$ cat config.mk
export PLATFORM = sky130hd
export DESIGN_NAME = ppt_top
export DESIGN_NICKNAME = d
export VERILOG_FILES = /design/src/ppt_pkg.sv /design/src/ppt_top.sv
export SDC_FILE = /design/constraint.sdc
export NUM_CORES = 1
export LEC_CHECK = 0
export ABC_CLOCK_PERIOD_IN_PS = 1900
export BUFFER_PORTS_ARGS = -buffer_cell sky130_fd_sc_hd__buf_2
export CAP_MARGIN = 20
export CORE_MARGIN = 2
export CORE_UTILIZATION = 50
export CTS_CLUSTER_DIAMETER = 200
export DETAILED_ROUTE_END_ITERATION = 8
export HOLD_SLACK_MARGIN = 0.05
export PLACE_DENSITY = 0.79
export SYNTH_ARGS = -nofsm -noshare
export SYNTH_HDL_FRONTEND = slang
export SYNTH_SLANG_ARGS = --single-unit
$ cat constraint.sdc
create_clock -name clk -period 1.9 [get_ports clk]
set_input_delay 0.095 -clock clk [delete_from_list [all_inputs] [get_ports clk]]
set_output_delay 0.095 -clock clk [all_outputs]
set_load 0.02 [all_outputs]
$ cat src/ppt_pkg.sv
// Contract
// - Data readback returns byte on parallel lines
// - Status upper five bits show printer inputs
// - Acknowledge input is printer handshake reply
// - Control readback returns present control outputs
// - Control write sets the four control lines and the gate bit
// - Gate bit enables the interrupt request output
// - Strobe output marks valid byte for printer
// - Data write drives byte onto parallel lines
package ppt_pkg;

  localparam int DATA_W      = 8;
  localparam int ADDR_W      = 2;

  // Register offsets on the processor port
  localparam logic [ADDR_W-1:0] OFF_DATA   = 2'h0;
  localparam logic [ADDR_W-1:0] OFF_STATUS = 2'h1;
  localparam logic [ADDR_W-1:0] OFF_CTRL   = 2'h2;

  localparam logic [DATA_W-1:0] DATA_RST   = 8'h00;
  localparam logic [DATA_W-1:0] UNMAPPED_Q = 8'hff;

  // Status byte: five printer inputs in bits 7..3, zeros below
  typedef struct packed {
    logic       busy;
    logic       ack_n;
    logic       paper_out;
    logic       printer_selected;
    logic       error_n;
    logic [2:0] zero;
  } ppt_status_s;

  // Control byte: bits 7..5 read as zero
  typedef struct packed {
    logic [2:0] zero;
    logic       port_interrupt_gate;
    logic       select_input_line;
    logic       init;
    logic       paper_autoadvance;
    logic       strobe;
  } ppt_ctrl_s;

  localparam ppt_ctrl_s CTRL_RST = '{zero: 3'h0, default: 1'b0};

  // Processor-side pins sampled together
  typedef struct packed {
    logic              chip_sel_n;
    logic              io_read_strobe_n;
    logic              io_write_strobe_n;
    logic [ADDR_W-1:0] addr;
    logic [DATA_W-1:0] data;
  } ppt_bus_s;

  localparam ppt_bus_s BUS_IDLE_PINS = '{
    chip_sel_n: 1'b1, io_read_strobe_n: 1'b1, io_write_strobe_n: 1'b1,
    addr: 2'h0, data: 8'h00};

  // Printer status pins idle: not busy, no ack, no error
  localparam ppt_status_s STATUS_IDLE_PINS = '{
    busy: 1'b0, ack_n: 1'b1, paper_out: 1'b0, printer_selected: 1'b0,
    error_n: 1'b1, zero: 3'h0};

  typedef enum logic [1:0] {
    BUS_IDLE,
    BUS_READ,
    BUS_WRITE
  } ppt_bus_state_e;

endpackage : ppt_pkg

$ cat src/ppt_top.sv
`timescale 1ns/1ps

module ppt_top #(
  parameter int DATA_W = ppt_pkg::DATA_W,
  parameter int ADDR_W = ppt_pkg::ADDR_W
) (
  input  wire logic              clk,
  input  wire logic              rst_n,
  // Processor port
  input  wire logic              io_chip_sel_n,
  input  wire logic              io_read_strobe_n,
  input  wire logic              io_write_strobe_n,
  input  wire logic [ADDR_W-1:0] io_addr,
  input  wire logic [DATA_W-1:0] db_in,
  output logic      [DATA_W-1:0] db_out,
  output logic                   db_oe,
  output logic                   printer_port_irq,
  // Printer port
  output logic      [DATA_W-1:0] pd_out,
  output logic                   strobe_n,
  output logic                   paper_autoadvance_n,
  output logic                   init_n,
  output logic                   select_input_line_n,
  input  wire logic              busy,
  input  wire logic              ack_n,
  input  wire logic              paper_out,
  input  wire logic              printer_selected,
  input  wire logic              error_n
);

  // ------------------------------------------------------------------
  // Input synchronisers
  // ------------------------------------------------------------------
  // Address and data pass the same two stages as the strobes, so
  // they stay aligned with the strobe that qualifies them.
  ppt_pkg::ppt_bus_s    bus_pins;
  ppt_pkg::ppt_bus_s    bus_meta_r;
  ppt_pkg::ppt_bus_s    bus_meta_nxt;
  ppt_pkg::ppt_bus_s    bus_sync_r;
  ppt_pkg::ppt_bus_s    bus_sync_nxt;

  ppt_pkg::ppt_status_s st_pins;
  ppt_pkg::ppt_status_s st_meta_r;
  ppt_pkg::ppt_status_s st_meta_nxt;
  ppt_pkg::ppt_status_s st_sync_r;
  ppt_pkg::ppt_status_s st_sync_nxt;

  always_comb begin
    bus_pins.chip_sel_n        = io_chip_sel_n;
    bus_pins.io_read_strobe_n  = io_read_strobe_n;
    bus_pins.io_write_strobe_n = io_write_strobe_n;
    bus_pins.addr              = io_addr;
    bus_pins.data              = db_in;
  end

  always_comb begin
    st_pins.busy             = busy;
    st_pins.ack_n            = ack_n;
    st_pins.paper_out        = paper_out;
    st_pins.printer_selected = printer_selected;
    st_pins.error_n          = error_n;
    st_pins.zero             = 3'h0;
  end

  always_comb begin
    bus_meta_nxt = bus_pins;
    bus_sync_nxt = bus_meta_r;
    st_meta_nxt  = st_pins;
    st_sync_nxt  = st_meta_r;
  end

  always_ff @(posedge clk) begin
    if (!rst_n) begin
      // Idle levels, so no false access follows reset
      bus_meta_r <= ppt_pkg::BUS_IDLE_PINS;
      bus_sync_r <= ppt_pkg::BUS_IDLE_PINS;
      st_meta_r  <= ppt_pkg::STATUS_IDLE_PINS;
      st_sync_r  <= ppt_pkg::STATUS_IDLE_PINS;
    end else begin
      bus_meta_r <= bus_meta_nxt;
      bus_sync_r <= bus_sync_nxt;
      st_meta_r  <= st_meta_nxt;
      st_sync_r  <= st_sync_nxt;
    end
  end

  // ------------------------------------------------------------------
  // Access decode
  // ------------------------------------------------------------------
  logic rd_req;
  logic wr_req;

  // A strobe counts only while the port is selected
  always_comb begin
    rd_req = !bus_sync_r.chip_sel_n && !bus_sync_r.io_read_strobe_n;
    wr_req = !bus_sync_r.chip_sel_n && !bus_sync_r.io_write_strobe_n;
  end

  // ------------------------------------------------------------------
  // Access sequencer: one write per strobe assertion
  // ------------------------------------------------------------------
  // A write strobe held for many cycles stores once, on its first
  // synchronised cycle; the strobe must fall back before the next.
  ppt_pkg::ppt_bus_state_e state_r;
  ppt_pkg::ppt_bus_state_e state_nxt;
  logic                    wr_fire;

  always_comb begin
    state_nxt = state_r;
    wr_fire   = 1'b0;
    case (state_r)
      ppt_pkg::BUS_IDLE: begin
        // Read wins a tie; the write is taken once the read has ended
        if (rd_req) begin
          state_nxt = ppt_pkg::BUS_READ;
        end else if (wr_req) begin
          state_nxt = ppt_pkg::BUS_WRITE;
          wr_fire   = 1'b1;
        end
      end
      ppt_pkg::BUS_READ: begin
        if (!rd_req) begin
          state_nxt = ppt_pkg::BUS_IDLE;
        end
      end
      ppt_pkg::BUS_WRITE: begin
        if (!wr_req) begin
          state_nxt = ppt_pkg::BUS_IDLE;
        end
      end
      default: begin
        state_nxt = ppt_pkg::BUS_IDLE;
      end
    endcase
  end

  always_ff @(posedge clk) begin
    if (!rst_n) begin
      state_r <= ppt_pkg::BUS_IDLE;
    end else begin
      state_r <= state_nxt;
    end
  end

  // ------------------------------------------------------------------
  // Data output and control registers
  // ------------------------------------------------------------------
  logic [DATA_W-1:0]  data_r;
  logic [DATA_W-1:0]  data_nxt;
  ppt_pkg::ppt_ctrl_s ctrl_r;
  ppt_pkg::ppt_ctrl_s ctrl_nxt;

  always_comb begin
    data_nxt = data_r;
    ctrl_nxt = ctrl_r;
    if (wr_fire) begin
      case (bus_sync_r.addr)
        ppt_pkg::OFF_DATA: begin
          data_nxt = bus_sync_r.data;
        end
        ppt_pkg::OFF_CTRL: begin
          ctrl_nxt      = ppt_pkg::ppt_ctrl_s'(bus_sync_r.data);
          ctrl_nxt.zero = 3'h0;
        end
        default: begin
          // Status and unmapped offsets ignore writes
          data_nxt = data_r;
        end
      endcase
    end
  end

  always_ff @(posedge clk) begin
    if (!rst_n) begin
      data_r <= ppt_pkg::DATA_RST;
      ctrl_r <= ppt_pkg::CTRL_RST;
    end else begin
      data_r <= data_nxt;
      ctrl_r <= ctrl_nxt;
    end
  end

  // ------------------------------------------------------------------
  // Read path
  // ------------------------------------------------------------------
  // Read data is refreshed every cycle of the read, so a status
  // change during a long strobe is seen by the processor.
  logic [DATA_W-1:0] rd_data_r;
  logic [DATA_W-1:0] rd_data_nxt;
  logic              oe_r;
  logic              oe_nxt;

  always_comb begin
    oe_nxt      = (state_nxt == ppt_pkg::BUS_READ);
    rd_data_nxt = rd_data_r;
    if (oe_nxt) begin
      case (bus_sync_r.addr)
        ppt_pkg::OFF_DATA: begin
          rd_data_nxt = data_r;
        end
        ppt_pkg::OFF_STATUS: begin
          rd_data_nxt = st_sync_r;
        end
        ppt_pkg::OFF_CTRL: begin
          rd_data_nxt = ctrl_r;
        end
        default: begin
          // Nothing answers here; the bus reads all ones
          rd_data_nxt = ppt_pkg::UNMAPPED_Q;
        end
      endcase
    end
  end

  always_ff @(posedge clk) begin
    if (!rst_n) begin
      rd_data_r <= ppt_pkg::DATA_RST;
      oe_r      <= 1'b0;
    end else begin
      rd_data_r <= rd_data_nxt;
      oe_r      <= oe_nxt;
    end
  end

  // ------------------------------------------------------------------
  // Interrupt request
  // ------------------------------------------------------------------
  // Follows the printer's acknowledge pulse; no latching, so a short
  // pulse shows as a short request.
  logic irq_r;
  logic irq_nxt;

  always_comb begin
    irq_nxt = ctrl_r.port_interrupt_gate && !st_sync_r.ack_n;
  end

  always_ff @(posedge clk) begin
    if (!rst_n) begin
      irq_r <= 1'b0;
    end else begin
      irq_r <= irq_nxt;
    end
  end

  // ------------------------------------------------------------------
  // Control line drivers
  // ------------------------------------------------------------------
  // Each pin has a flop of its own, loaded from the next control value,
  // so the pins leave straight from flops and still move in the cycle
  // in which the control register does. Pins are active low; the
  // register keeps the asserted sense so the readback needs no inversion.
  localparam int CTRL_LINES = 4;

  ppt_pkg::ppt_ctrl_s    ctrl_rst_view;
  logic [CTRL_LINES-1:0] line_rst;
  logic [CTRL_LINES-1:0] line_nxt;
  logic [CTRL_LINES-1:0] pin_n_r;
  logic [CTRL_LINES-1:0] pin_n_nxt;

  // Reset levels follow the control register's reset value, so pins and
  // readback agree from the first cycle after reset.
  always_comb begin
    ctrl_rst_view = ppt_pkg::CTRL_RST;
    line_rst      = {ctrl_rst_view.select_input_line, ctrl_rst_view.init,
                     ctrl_rst_view.paper_autoadvance, ctrl_rst_view.strobe};
  end

  always_comb begin
    line_nxt = {ctrl_nxt.select_input_line, ctrl_nxt.init,
                ctrl_nxt.paper_autoadvance, ctrl_nxt.strobe};
  end

  for (genvar i = 0; i < CTRL_LINES; i++) begin : g_line
    always_comb begin
      pin_n_nxt[i] = !line_nxt[i];
    end

    always_ff @(posedge clk) begin
      if (!rst_n) begin
        pin_n_r[i] <= !line_rst[i];
      end else begin
        pin_n_r[i] <= pin_n_nxt[i];
      end
    end
  end

  // ------------------------------------------------------------------
  // Outputs
  // ------------------------------------------------------------------
  // Every output leaves straight from a flop; the data bus is enabled
  // only while a read is in progress.
  always_comb begin
    db_out           = rd_data_r;
    db_oe            = oe_r;
    printer_port_irq = irq_r;
    pd_out           = data_r;
    {select_input_line_n, init_n,
     paper_autoadvance_n, strobe_n} = pin_n_r;
  end

endmodule : ppt_top

==> results by group <==
Min path
  – Hold path start: rst_n
  – Cell depth of the worst hold path: 3
  – Worst Hold End: pd_out[5]
  – Hold Path Class: primary input to register

Global routing
  – Number of global-route vias before repair: 1481
  – GRT Total Usage: 18.1%
  – Initial antenna violation count: 0
  – Total gr overflow: 0
  – Global-route wire length before repair: 6.63 mm
  – Largest net degree at the start of global routing: 31

Synth
  – Area leader, netlist: dfxtp_1
  – Unique masters post-synth: 26
  – Post-Syn Area per Cell: 11.1 µm²
  – Largest cells by area after synthesis: dfxtp_1 61%, and2_1 7.9%, mux2i_1 6.1%
  – Part of the Yosys area used for sequential elements: 60.7%
  – Syn Nets: 214
  – Post-synth top area share: 60.7%
  – Cells after synthesis: 194
  – Synthesized flop and latch total: 65
  – Yosys warns: 0
  – Syn Std Cell Area: 2140 µm²

Worst setup path
  – Worst setup EP type: register
  – R2r startpoint: bus_sync_r[9]
  – Crit path DAT: 1700 ps
  – Crit Reg-Reg Endpoint: strobe_n
  – Worst-path fanout max: 10
  – Critical path class: register to register
  – Startpoint Class: register
  – Reg2Reg Setup Slack: 420 ps
  – Cells on worst reg2reg path: 3
  – Critical Path RT: 2120 ps

Cells and area
  – Layout cells sized above 1: 26.1%
  – Fillers: 300
  – Layout Nets: 277
  – Antenna Cells: 0
  – Fin area: 2720 µm²
  – Commonest non-fill, non-tap cell in the layout: dfxtp_1
  – Synthesis-to-layout area growth: 26.9%
  – Most frequent cells in the layout: 65 x dfxtp_1, 41 x buf_2, 30 x nand2_1

Clocking
  – Resized cells post-CTS: 0
  – Reg clk slew, reported paths: 60 ps
  – Max H-tree Level: 3
  – CTS root buf: clkbuf_8
  – CTS tree: built
  – Inserted Clock Buffers: 9
  – Sink Count: 65
  – Clk buf depth: 2
  – Clk_lat worst skew: 330 ps

STA
  – Finish-stage setup viols: 0
  – Clock Skews: 4.81 ps
  – Slew Limit Fails: 0
  – Final Hold Fails: 0
  – Slew HR: 72.7%
  – Period utilization: 78.1%
  – Final min period: 1480 ps
  – Fmax: 674 MHz
  – Slew @ Worst Pin: 410 ps
  – Setup TNS: 0 ps
  – Unrepaired setup endpoints after global routing: no

Floorplan
  – Die area: 4830 µm²
  – # IOs: 42
  – Core Region: 4060 µm²
  – Die width: 69.5 µm
  – Initial Util: 52.9%
  – Row count: 23
  – Die height: 69.5 µm

Power and ir drop
  – Peak supply drop: 0.558 mV
  – PwrDens: 914 nW/µm²
  – Leak pwr: 0.00127 µW

Routing
  – DR vias: 1465
  – Residual DRC: 0
  – Vias per cell: 4.71
  – First-iteration detailed-routing DRC count: 21
  – Avg WL per Cell: 12.5 µm
  – ANT nets after route: 0
  – Drt first pass iters: 5
  – Routed wire length: 3.88 mm

Placement
  – IO Port Bufs: 41
  – Placed Area: 2380 µm²
  – GPL Wtd Cong: 0.823
  – HPWL after DPL: 2.56 mm

Outcome
  – Outcome: completed

Flow run
  – Max_cap viols: 0
==> cells in the mapped netlist <==
cell type  instances
o21ai_0            8
o21a_1             3
nor3_2             1
o31a_1             1
o22ai_1            5
buf_2              2
nand4bb_4          1
and2b_1            2
a21oi_1            3
mux2i_1           13
clkbuf_1           6
buf_4              1
nand4b_1           1
inv_1              2
nand2b_4           1
nor3_1             1
dfxtp_1           65
nor2_1             1
nand2_1           30
buf_6              2
and3b_1            1
and2_1            27
mux2_2             2
nor2b_1            1
nand2b_1          10
mux2_4             4
==> power by group <==
group | total (µW) | internal [µW] | leakage [µW] | switching (µW)
Clock | 958 | 492 | 0.0000887 | 466
Sequential | 1410 | 1400 | 0.000532 | 14.4
Combinational | 116 | 69.0 | 0.000645 | 46.8
Total | 2490 | 1960 | 0.00127 | 527
==> metal layers <==
layer  vias to the layer above  share of wire [%]  track usage [%]
li1                        756                  -                -
met1                       659                 44             21.0
met2                        41                 48             28.3
met3                         9                5.5             6.83
met4                         0                2.5             10.7
met5                         -                  0                0
==> how the worst max path moves through the flow <==
stage / to / start / slack [ps]
2_1_floorplan: init_n / bus_sync_r[8] / 600
6_report: strobe_n / bus_sync_r[9] / 420
3_3_place_gp: paper_autoadvance_n / bus_sync_r[9] / 500
4_1_cts: strobe_n / bus_sync_r[9] / 420
5_1_grt: select_input_line_n / bus_sync_r[9] / 310
3_5_place_dp: strobe_n / bus_sync_r[9] / 460
==> stage by stage <==
| step | setup WS, ps | hold WS (ps) | total power (µW) | instances | utilization (%) |
|---|---|---|---|---|---|
| floorplan | 596 | 196 | 1500 | 194 | - |
| global placement | 498 | 277 | 1530 | 278 | 58.6 |
| detailed placement | 462 | 280 | 1530 | 278 | 58.6 |
| CTS | 422 | 220 | 2520 | 311 | 67.1 |
| global route | 315 | 267 | 2610 | 311 | 67.1 |
| finish | 416 | 224 | 2490 | 311 | 67.1 |
==> timing repair <==
| item | 4_1_cts | 5_1_grt |
|---|---|---|
| hold buffers | 18 | 0 |
| hold endpoints to repair | 18 | 0 |
| setup buffers | 0 | 0 |
==> final cells by class <==
type	count	area (µm²)	area share [%]
Clock buffer	11	141	5.20
Clock inverter	4	20.0	0.736
Inverter	2	7.51	0.276
Multi-Input combinational cell	116	773	28.4
Sequential cell	65	1300	47.8
Tap cell	50	62.6	2.30
Timing Repair Buffer	63	415	15.3
==> state kept, by name (all words and copies together) (netlist names) <==
register and cells:
ctrl_r 5, pd_out 8, state_r 2, st_sync_r 5
st_meta_r 5, init_n 1, bus_sync_r 13, bus_meta_r 13
select_input_line_n 1, printer_port_irq 1, strobe_n 1, db_out 8
paper_autoadvance_n 1, db_oe 1
==> worst max-delay path, cell delays in order, from the launching register on <==
cell	delay, ps
dfxtp_1	550
nand2b_4	120
nand4bb_4	340
mux2_4	360
==> cells by family after synthesis <==
logic type             Yosys count  share of synthesized area, %
AOI/OAI and AO/OA               20                          5.48
buffers and inverters           13                          3.27
DFF                             65                          60.7
muxes                           19                          9.92
and+or+nand+nor                 77                          20.7
Note: power is estimated with default switching activity, not from simulation.
